**config.mk**
```make
export PLATFORM = sky130hd
export DESIGN_NAME = dncs_top
export DESIGN_NICKNAME = d
export VERILOG_FILES = /design/src/shared/dncs_pkg.sv /design/src/shared/dncs_ctr_if.sv /design/src/hdl/dncs_pin_ctr.sv /design/src/hdl/dncs_top.sv
export SDC_FILE = /design/constraint.sdc
export NUM_CORES = 1
export LEC_CHECK = 0
export BUFFER_PORTS_ARGS = -buffer_cell sky130_fd_sc_hd__buf_2
export CAP_MARGIN = 15
export CORE_MARGIN = 2
export CORE_UTILIZATION = 45
export CTS_CLUSTER_DIAMETER = 30
export DETAILED_ROUTE_END_ITERATION = 7
export GPL_TIMING_DRIVEN = 0
export PLACE_DENSITY = 0.76
export SETUP_SLACK_MARGIN = 0.05
export SYNTH_ARGS = -nofsm -noshare
export SYNTH_HDL_FRONTEND = slang
export SYNTH_SLANG_ARGS = --single-unit
```
**constraint.sdc**
```tcl
create_clock -name clk_i -period 2 [get_ports clk_i]
set_clock_uncertainty 0.2 [all_clocks]
set_input_delay 0.1 -clock clk_i [delete_from_list [all_inputs] [get_ports clk_i]]
set_output_delay 0.1 -clock clk_i [all_outputs]
set_load 0.05 [all_outputs]
```
**src/shared/dncs_pkg.sv**
```systemverilog
// dncs_pkg: constants for the nco channel select of one downconverter path
// assumes a 32-bit classic wishbone slave and a four-bit nco channel index
// Behaviour
// - mode 0 takes channel from register field
// - mode 1 index is 00, b0, a0
// - mode 2 index is 00, b1, a1
// - mode 3 is 00,a1,a0; mode 4 00,b1,b0
// - mode 5 index is b1, a1, b0, a0
// - mode 6 index is b1, b0, a1, a0
// - modes 8 to 11 count pin rising edges
// - edge counter wraps after reaching channel field
// - channel field picks channel 0 to 15, reset 0
// - phase update index picks channel to update
package dncs_pkg;
  typedef logic [3:0] dncs_chan_type;

  localparam int unsigned WB_ADR_W      = 12;
  localparam logic [11:0] OFS_ROUTING   = 12'h370;
  localparam logic [11:0] OFS_NCO_CTRL  = 12'h374;
  localparam logic [11:0] OFS_PHASE_UPD = 12'h378;
  localparam logic [11:0] OFS_STATUS    = 12'h37c;

  localparam int unsigned ROUTE_I_BIT   = 0;
  localparam int unsigned ROUTE_Q_BIT   = 2;
  localparam logic        ROUTE_I_RST   = 1'b0;
  localparam logic        ROUTE_Q_RST   = 1'b1;

  localparam int unsigned CHAN_LSB      = 0;
  localparam int unsigned MODE_LSB      = 4;
  localparam logic [3:0]  CHAN_RST      = 4'h0;
  localparam logic [3:0]  MODE_RST      = 4'h0;

  localparam int unsigned UPD_IDX_LSB   = 0;
  localparam int unsigned UPD_XFER_BIT  = 4;
  localparam logic [3:0]  UPD_IDX_RST   = 4'h0;
  localparam logic        UPD_XFER_RST  = 1'b0;

  localparam int unsigned STAT_ACT_LSB  = 0;
  localparam int unsigned STAT_CNT_LSB  = 4;
  localparam int unsigned STAT_PIN_LSB  = 8;
  localparam int unsigned STAT_UPD_LSB  = 12;

  localparam int unsigned PIN_A0        = 0;
  localparam int unsigned PIN_A1        = 1;
  localparam int unsigned PIN_B0        = 2;
  localparam int unsigned PIN_B1        = 3;

  localparam logic [3:0]  MODE_REG      = 4'h0;
  localparam logic [3:0]  MODE_B0A0     = 4'h1;
  localparam logic [3:0]  MODE_B1A1     = 4'h2;
  localparam logic [3:0]  MODE_A1A0     = 4'h3;
  localparam logic [3:0]  MODE_B1B0     = 4'h4;
  localparam logic [3:0]  MODE_B1A1B0A0 = 4'h5;
  localparam logic [3:0]  MODE_B1B0A1A0 = 4'h6;
  localparam logic [3:0]  MODE_EDGE_A0  = 4'h8;
  localparam logic [3:0]  MODE_EDGE_A1  = 4'h9;
  localparam logic [3:0]  MODE_EDGE_B0  = 4'ha;
  localparam logic [3:0]  MODE_EDGE_B1  = 4'hb;
endpackage : dncs_pkg

```
**src/shared/dncs_ctr_if.sv**
```systemverilog
// dncs_ctr_if: link between the select top and its pin counter
// assumes both ends share one clock
`timescale 1ns/1ps
interface dncs_ctr_if;
  logic [3:0] pins_raw;
  logic [3:0] mode;
  logic [3:0] wrap;
  logic [3:0] pins_sync;
  logic [3:0] count;

  modport owner   (output pins_raw, mode, wrap,
                   input  pins_sync, count);
  modport counter (input  pins_raw, mode, wrap,
                   output pins_sync, count);
endinterface : dncs_ctr_if

```
**src/hdl/dncs_pin_ctr.sv**
```systemverilog
// dncs_pin_ctr: select pin synchroniser, edge detect and wrapping counter
// assumes raw pins are asynchronous to clk_i
`timescale 1ns/1ps
module dncs_pin_ctr (
  // clock and reset
  input  wire logic   clk_i,
  input  wire logic   rst_i,
  // counter side
  dncs_ctr_if.counter ctr
);
  logic [3:0] meta_r;
  logic [3:0] sync_r;
  logic [3:0] prev_r;
  logic [3:0] count_r;
  logic       edge_mode;
  logic [1:0] src;
  logic       rise;

  always_ff @(posedge clk_i) begin
    if (rst_i) begin
      meta_r <= 4'h0;
      sync_r <= 4'h0;
      prev_r <= 4'h0;
    end else begin
      meta_r <= ctr.pins_raw;
      sync_r <= meta_r;
      prev_r <= sync_r;
    end
  end

  assign edge_mode = (ctr.mode[3:2] == dncs_pkg::MODE_EDGE_A0[3:2]);
  assign src       = ctr.mode[1:0];
  assign rise      = edge_mode & sync_r[src] & ~prev_r[src];

  // wraps to zero on the edge after the count equals the field
  always_ff @(posedge clk_i) begin
    if (rst_i || !edge_mode) begin
      count_r <= 4'h0;
    end else if (rise) begin
      count_r <= (count_r >= ctr.wrap) ? 4'h0 : count_r + 4'h1;
    end
  end

  assign ctr.pins_sync = sync_r;
  assign ctr.count     = count_r;
endmodule : dncs_pin_ctr

```
**src/hdl/dncs_top.sv**
```systemverilog
// dncs_top: nco channel and i/q input selection of one downconverter path
// assumes a classic wishbone master on clk_i and asynchronous select pins
`timescale 1ns/1ps
module dncs_top #(
  parameter int unsigned DATA_W = 16
) (
  // clock and reset
  input  wire logic                  clk_i,
  input  wire logic                  rst_i,
  // wishbone slave
  input  wire logic                  wb_cyc_i,
  input  wire logic                  wb_stb_i,
  input  wire logic                  wb_we_i,
  input  wire logic [11:0]           wb_adr_i,
  input  wire logic [3:0]            wb_sel_i,
  input  wire logic [31:0]           wb_dat_i,
  output      logic [31:0]           wb_dat_o,
  output      logic                  wb_ack_o,
  // select pins from the external controller
  input  wire logic                  sel_pin_a0_i,
  input  wire logic                  sel_pin_a1_i,
  input  wire logic                  sel_pin_b0_i,
  input  wire logic                  sel_pin_b1_i,
  // converter samples
  input  wire logic [DATA_W-1:0]     adc_a_i,
  input  wire logic [DATA_W-1:0]     adc_b_i,
  input  wire logic                  adc_valid_i,
  // mixer inputs
  output      logic [DATA_W-1:0]     i_data_o,
  output      logic [DATA_W-1:0]     q_data_o,
  output      logic                  iq_valid_o,
  // nco selection
  output      logic [3:0]            nco_chan_o,
  input  wire logic                  chip_xfer_i,
  output      logic [3:0]            phase_upd_idx_o
);

  dncs_ctr_if ctr ();

  // register state
  logic                  route_i_r;
  logic                  route_q_r;
  dncs_pkg::dncs_chan_type chan_r;
  logic [3:0]            mode_r;
  logic [3:0]            upd_idx_r;
  logic                  upd_xfer_r;

  // bus state
  logic                  ack_r;
  logic [31:0]           rd_data_r;
  logic [31:0]           rd_nxt;
  logic                  req;
  logic                  wr_fire;
  logic                  wr_lane0;
  logic                  hit_routing;
  logic                  hit_ctrl;
  logic                  hit_upd;
  logic                  hit_status;

  // datapath state
  logic [DATA_W-1:0]     i_data_r;
  logic [DATA_W-1:0]     q_data_r;
  logic                  iq_valid_r;
  dncs_pkg::dncs_chan_type act_chan_r;
  dncs_pkg::dncs_chan_type act_nxt;
  logic [3:0]            phase_upd_r;

  // pin counter
  assign ctr.pins_raw = {sel_pin_b1_i, sel_pin_b0_i,
                         sel_pin_a1_i, sel_pin_a0_i};
  assign ctr.mode     = mode_r;
  assign ctr.wrap     = chan_r;

  dncs_pin_ctr u_pin_ctr (
    .clk_i (clk_i),
    .rst_i (rst_i),
    .ctr   (ctr.counter)
  );

  // address decode on word addresses
  function automatic logic hit(input logic [11:0] adr,
                               input logic [11:0] ofs);
    hit = (adr[11:2] == ofs[11:2]);
  endfunction : hit

  // channel index for a given mode
  function automatic dncs_pkg::dncs_chan_type pick_chan(
    input logic [3:0]              mode,
    input logic [3:0]              p,
    input dncs_pkg::dncs_chan_type chan,
    input logic [3:0]              count
  );
    dncs_pkg::dncs_chan_type r;
    r = chan;
    unique case (mode)
      dncs_pkg::MODE_REG: begin
        r = chan;
      end
      dncs_pkg::MODE_B0A0: begin
        r = {2'b00, p[dncs_pkg::PIN_B0], p[dncs_pkg::PIN_A0]};
      end
      dncs_pkg::MODE_B1A1: begin
        r = {2'b00, p[dncs_pkg::PIN_B1], p[dncs_pkg::PIN_A1]};
      end
      dncs_pkg::MODE_A1A0: begin
        r = {2'b00, p[dncs_pkg::PIN_A1], p[dncs_pkg::PIN_A0]};
      end
      dncs_pkg::MODE_B1B0: begin
        r = {2'b00, p[dncs_pkg::PIN_B1], p[dncs_pkg::PIN_B0]};
      end
      dncs_pkg::MODE_B1A1B0A0: begin
        r = {p[dncs_pkg::PIN_B1], p[dncs_pkg::PIN_A1],
             p[dncs_pkg::PIN_B0], p[dncs_pkg::PIN_A0]};
      end
      dncs_pkg::MODE_B1B0A1A0: begin
        r = {p[dncs_pkg::PIN_B1], p[dncs_pkg::PIN_B0],
             p[dncs_pkg::PIN_A1], p[dncs_pkg::PIN_A0]};
      end
      dncs_pkg::MODE_EDGE_A0,
      dncs_pkg::MODE_EDGE_A1,
      dncs_pkg::MODE_EDGE_B0,
      dncs_pkg::MODE_EDGE_B1: begin
        r = count;
      end
      default: begin
        r = chan;
      end
    endcase
    return r;
  endfunction : pick_chan

  assign req         = wb_cyc_i & wb_stb_i;
  assign hit_routing = hit(wb_adr_i, dncs_pkg::OFS_ROUTING);
  assign hit_ctrl    = hit(wb_adr_i, dncs_pkg::OFS_NCO_CTRL);
  assign hit_upd     = hit(wb_adr_i, dncs_pkg::OFS_PHASE_UPD);
  assign hit_status  = hit(wb_adr_i, dncs_pkg::OFS_STATUS);

  // write lands on the edge at which the master sees ack
  assign wr_fire  = req & wb_we_i & ack_r;
  assign wr_lane0 = wr_fire & wb_sel_i[0];

  // one wait state, ack dropped right after
  always_ff @(posedge clk_i) begin
    if (rst_i) begin
      ack_r <= 1'b0;
    end else begin
      ack_r <= req & ~ack_r;
    end
  end

  // read mux, unmapped words read as zero
  always_comb begin
    rd_nxt = 32'h0000_0000;
    if (hit_routing) begin
      rd_nxt[dncs_pkg::ROUTE_I_BIT] = route_i_r;
      rd_nxt[dncs_pkg::ROUTE_Q_BIT] = route_q_r;
    end else if (hit_ctrl) begin
      rd_nxt[dncs_pkg::CHAN_LSB +: 4] = chan_r;
      rd_nxt[dncs_pkg::MODE_LSB +: 4] = mode_r;
    end else if (hit_upd) begin
      rd_nxt[dncs_pkg::UPD_IDX_LSB +: 4] = upd_idx_r;
      rd_nxt[dncs_pkg::UPD_XFER_BIT]     = upd_xfer_r;
    end else if (hit_status) begin
      rd_nxt[dncs_pkg::STAT_ACT_LSB +: 4] = act_chan_r;
      rd_nxt[dncs_pkg::STAT_CNT_LSB +: 4] = ctr.count;
      rd_nxt[dncs_pkg::STAT_PIN_LSB +: 4] = ctr.pins_sync;
      rd_nxt[dncs_pkg::STAT_UPD_LSB +: 4] = phase_upd_r;
    end
  end

  always_ff @(posedge clk_i) begin
    if (rst_i) begin
      rd_data_r <= 32'h0000_0000;
    end else if (req & ~ack_r & ~wb_we_i) begin
      rd_data_r <= rd_nxt;
    end else if (ack_r) begin
      rd_data_r <= 32'h0000_0000;
    end
  end

  // input routing register
  always_ff @(posedge clk_i) begin
    if (rst_i) begin
      route_i_r <= dncs_pkg::ROUTE_I_RST;
      route_q_r <= dncs_pkg::ROUTE_Q_RST;
    end else if (wr_lane0 && hit_routing) begin
      route_i_r <= wb_dat_i[dncs_pkg::ROUTE_I_BIT];
      route_q_r <= wb_dat_i[dncs_pkg::ROUTE_Q_BIT];
    end
  end

  // nco control register
  always_ff @(posedge clk_i) begin
    if (rst_i) begin
      chan_r <= dncs_pkg::CHAN_RST;
      mode_r <= dncs_pkg::MODE_RST;
    end else if (wr_lane0 && hit_ctrl) begin
      chan_r <= wb_dat_i[dncs_pkg::CHAN_LSB +: 4];
      mode_r <= wb_dat_i[dncs_pkg::MODE_LSB +: 4];
    end
  end

  // phase update register
  always_ff @(posedge clk_i) begin
    if (rst_i) begin
      upd_idx_r  <= dncs_pkg::UPD_IDX_RST;
      upd_xfer_r <= dncs_pkg::UPD_XFER_RST;
    end else if (wr_lane0 && hit_upd) begin
      upd_idx_r  <= wb_dat_i[dncs_pkg::UPD_IDX_LSB +: 4];
      upd_xfer_r <= wb_dat_i[dncs_pkg::UPD_XFER_BIT];
    end
  end

  // i/q source selection
  always_ff @(posedge clk_i) begin
    if (rst_i) begin
      i_data_r   <= '0;
      q_data_r   <= '0;
      iq_valid_r <= 1'b0;
    end else begin
      iq_valid_r <= adc_valid_i;
      if (adc_valid_i) begin
        i_data_r <= route_i_r ? adc_b_i : adc_a_i;
        q_data_r <= route_q_r ? adc_b_i : adc_a_i;
      end
    end
  end

  // active nco channel
  assign act_nxt = pick_chan(mode_r, ctr.pins_sync, chan_r, ctr.count);

  always_ff @(posedge clk_i) begin
    if (rst_i) begin
      act_chan_r <= dncs_pkg::CHAN_RST;
    end else begin
      act_chan_r <= act_nxt;
    end
  end

  // continuous follow, or capture on a chip transfer strobe
  always_ff @(posedge clk_i) begin
    if (rst_i) begin
      phase_upd_r <= dncs_pkg::UPD_IDX_RST;
    end else if (!upd_xfer_r || chip_xfer_i) begin
      phase_upd_r <= upd_idx_r;
    end
  end

  assign wb_ack_o        = ack_r;
  assign wb_dat_o        = rd_data_r;
  assign i_data_o        = i_data_r;
  assign q_data_o        = q_data_r;
  assign iq_valid_o      = iq_valid_r;
  assign nco_chan_o      = act_chan_r;
  assign phase_upd_idx_o = phase_upd_r;
endmodule : dncs_top

```
==> reports/summary.txt <==
Total Power = 0.00376 W
Fillers = 729
Pre-antenna DRT Iters = 5
Num CTS Buffers = 9
DRT Wirelength = 10.9 mm
GP Congestion = 0.942
Slowest cell on the critical path = dlygate4sd3_1
Die Ht = 98.3 um
Post-route setup slack = 0.156 ns
Fin crit share = 92.2%
Max Clock Freq = 0.542 GHz
Initial DRC Count = 150
Synth cell count leaders = 89 x dfxtp_1, 60 x nor2_1, 56 x mux2i_1, 33 x a211oi_1, 24 x nand2_1
Pwr dens = 684 nW/um^2
Area Growth Syn to Fin = 37.3%
CP delay by family, top = buffers and inverters
Via count = 3,824
ANT nets after route = 0
Clock Latency Late Sink = 0.35 ns
Minimum clock period = 1.84 ns
Max VDD drop = 409 uV
Yosys cell types = 48
Min-delay worst type = input pin to register
TritonCTS clock tree = built
Final core occ = 63.3%
Clk slew on worst S/H paths = 0.10 ns
Crit path cell chain = dlygate4sd3_1 -> buf_2 -> clkbuf_1 -> nor4b_4 -> buf_6 -> mux2i_1 -> nor2_1
Pin count of the biggest net entering global routing = 16
Tightest Pin Transition = 0.567 ns
Layout cells sized above 1 = 28.2%
Inserted Diodes = 0
Hold slack = 0.0388 ns
Clk sink count = 89
Area contributors post-synth = dfxtp_1 45%, mux2i_1 14%, a211oi_1 6.2%
Slowest Stage Delay on Critical Path = 0.52 ns
Residual DRC = 0
Post-synth top area cell = dfxtp_1
Global route overflow = 0
Final Hold Viols = 0
Leakage = 2.47 nW
Max-Cap Viols = 0
Pre-CTS setup slack = -0.115 ns
Final setup viols = 0
GRT Total Usage = 22.6%
Postcts setup bufs = 0
Critical Path RT = 2.03 ns
First-pass GRT wire length = 17.9 mm
Vias per cell = 5.25
WL/cell = 15.0 um
Unrepaired setup endpoints after global routing = no
Die X = 98.3 um
Combinational Power Share = 16.8%
Htree depth = 3
Element type at the critical path start = input pin
Clock power share = 33.7%
Root Driver = clkbuf_8
Multi-input gate area = 2010 um^2
Primary FF master, synth = dfxtp_1
Worst slew margin = 62.2%
Final Max Tran Viols = 0
Setup crit end kind = register
Status = completed
Critical path arrival = 1.87 ns
Sequential-to-total area share from yosys stat = 44.5%
Core area = 8680 um^2
Number of enable flip-flop cells after synthesis = 0
Ports = 165
PortBufs = 116
Crit path kind = input pin to register
Most frequent cell after synthesis = dfxtp_1
Site Rows = 34
Crit path buf inv count = 4
Starting Density = 46.1%
Initial antenna violation count = 0
Vias in the first global route = 3,757
Synth Instances = 426
Register bit total from synthesis = 89
Async SR Flop Fraction = 0%
Synth Area per Inst = 9.39 um^2
Switching pwr = 0.00109 W
Internal = 0.00267 W
Area fraction of the dominant cell type after synthesis = 44.5%
Warnings, synthesis = 0
Detail Placement HPWL = 7.79 mm
Flop pwr share = 49.6%
FF+latch area = 1790 um^2
Clk buf depth = 2
Area of the die = 9660 um^2
Post-Syn Area = 4000 um^2
Crit Path Max Fanout = 10
Fin nets = 711
Final setup TNS = 0 ns
Sw Share = 28.9%
## sequential cells by signal, indices dropped and copies added, names as in the netlist
register / flops
route_i_r: 1
iq_valid_o: 1
phase_upd_idx_o: 4
upd_idx_r: 4
u_pin_ctr.meta_r: 4
q_data_o: 16
upd_xfer_r: 1
wb_dat_o: 16
u_pin_ctr.ctr.count: 4
chan_r: 4
nco_chan_o: 4
i_data_o: 16
ctr.mode: 4
wb_ack_o: 1
u_pin_ctr.prev_r: 4
route_q_r: 1
u_pin_ctr.ctr.pins_sync: 4
## power by group through the flow
stage                     logic (W)  registers, W  clock network, W
after floorplan            0.000226       0.00206                 0
after global placement     0.000538       0.00190                 0
after detailed placement   0.000548       0.00190                 0
after CTS                  0.000622       0.00186           0.00128
after global routing       0.000671       0.00187           0.00137
final                      0.000631       0.00186           0.00126
## path summary, 6_finish.rpt
| path | from | depth (start not counted) | end | slack (ns) |
|---|---|---|---|---|
| worst max-delay path | wb_adr_i[2] | 7 | chan_r[1]$_SDFFE_PP0P_ | 0.16 |
| worst min-delay path | adc_valid_i | 3 | q_data_o[6]$_SDFFE_PP0P_ | 0.04 |
| worst max register to register | u_pin_ctr.ctr.count[0]$_SDFFE_PP0P_ | 6 | u_pin_ctr.ctr.count[3]$_SDFFE_PP0P_ | 0.17 |
| worst min register to register | u_pin_ctr.meta_r[1]$_SDFF_PP0_ | 1 | u_pin_ctr.ctr.pins_sync[1]$_SDFF_PP0_ | 0.24 |
## cell usage in the layout (no fill, tap or decap), types with 5 or more instances in the layout
cell / synthesis / layout
nor2_1: 60 / 59
clkbuf_1: 22 / 18
a211oi_1: 33 / 33
ha_1: 5 / 5
nand2_1: 24 / 24
buf_2: 3 / 119
inv_1: 7 / 7
o21ai_0: 11 / 11
a21oi_1: 10 / 8
o21ai_1: 7 / 7
dfxtp_1: 89 / 85
a22o_1: 8 / 8
nor2b_1: 17 / 17
conb_1: 1 / 16
buf_4: 17 / 17
clkbuf_8: 0 / 10
mux2i_1: 56 / 56
dlygate4sd3_1: 0 / 49
nand3_1: 5 / 5
## tightest hold or removal path, delay by kind of cell
family	cells	cell delay (ns)
compound gates	1	0.05
buf+inv	1	0.24
simple gates	1	0.17
## through the flow
stage | instance area, um^2 | instances
after floorplan | 4060 | 441
after global placement | 4770 | 665
after detailed placement | 4770 | 665
after CTS | 5470 | 730
after global routing | 5490 | 728
final | 5490 | 728
## cell families after synthesis
logic type | Yosys count | synth area share [%]
other | 1 | 0.0937
AND/OR/NAND/NOR | 128 | 16.0
multiplexers | 58 | 14.6
AO/OA/AOI/OAI | 89 | 15.7
XOR/XNOR | 1 | 0.219
buffers and inverters | 55 | 7.23
flip-flops | 89 | 44.5
adder cells (fa/ha/maj) | 5 | 1.56
## routing by layer
layer	track usage [%]	up-vias	wire length, um	part of all wire [%]
li1	-	1855	-	-
met1	27.8	1783	4610	42
met2	38.6	165	5260	48
met3	5.08	21	886	8.1
met4	8.96	0	191	1.7
met5	0	-	0	0
## layout make-up
| class | count | area share, % |
|---|---|---|
| Buffer | 46 | 4.72 |
| Multi-Input combinational cell | 297 | 36.5 |
| Sequential cell | 89 | 32.5 |
| Clock inverter | 5 | 1.18 |
| Tap cell | 108 | 2.46 |
| Clock buffer | 11 | 2.57 |
| Timing Repair Buffer | 165 | 19.5 |
| Inverter | 7 | 0.478 |
## what timing repair did
action,CTS,global route
gates resized for setup,1,14
pin swaps,1,2
setup endpoints to repair,11,38
cloned,0,0
hold buffers,49,0
hold endpoints to repair,60,0
(Power assumes the default switching activity.)
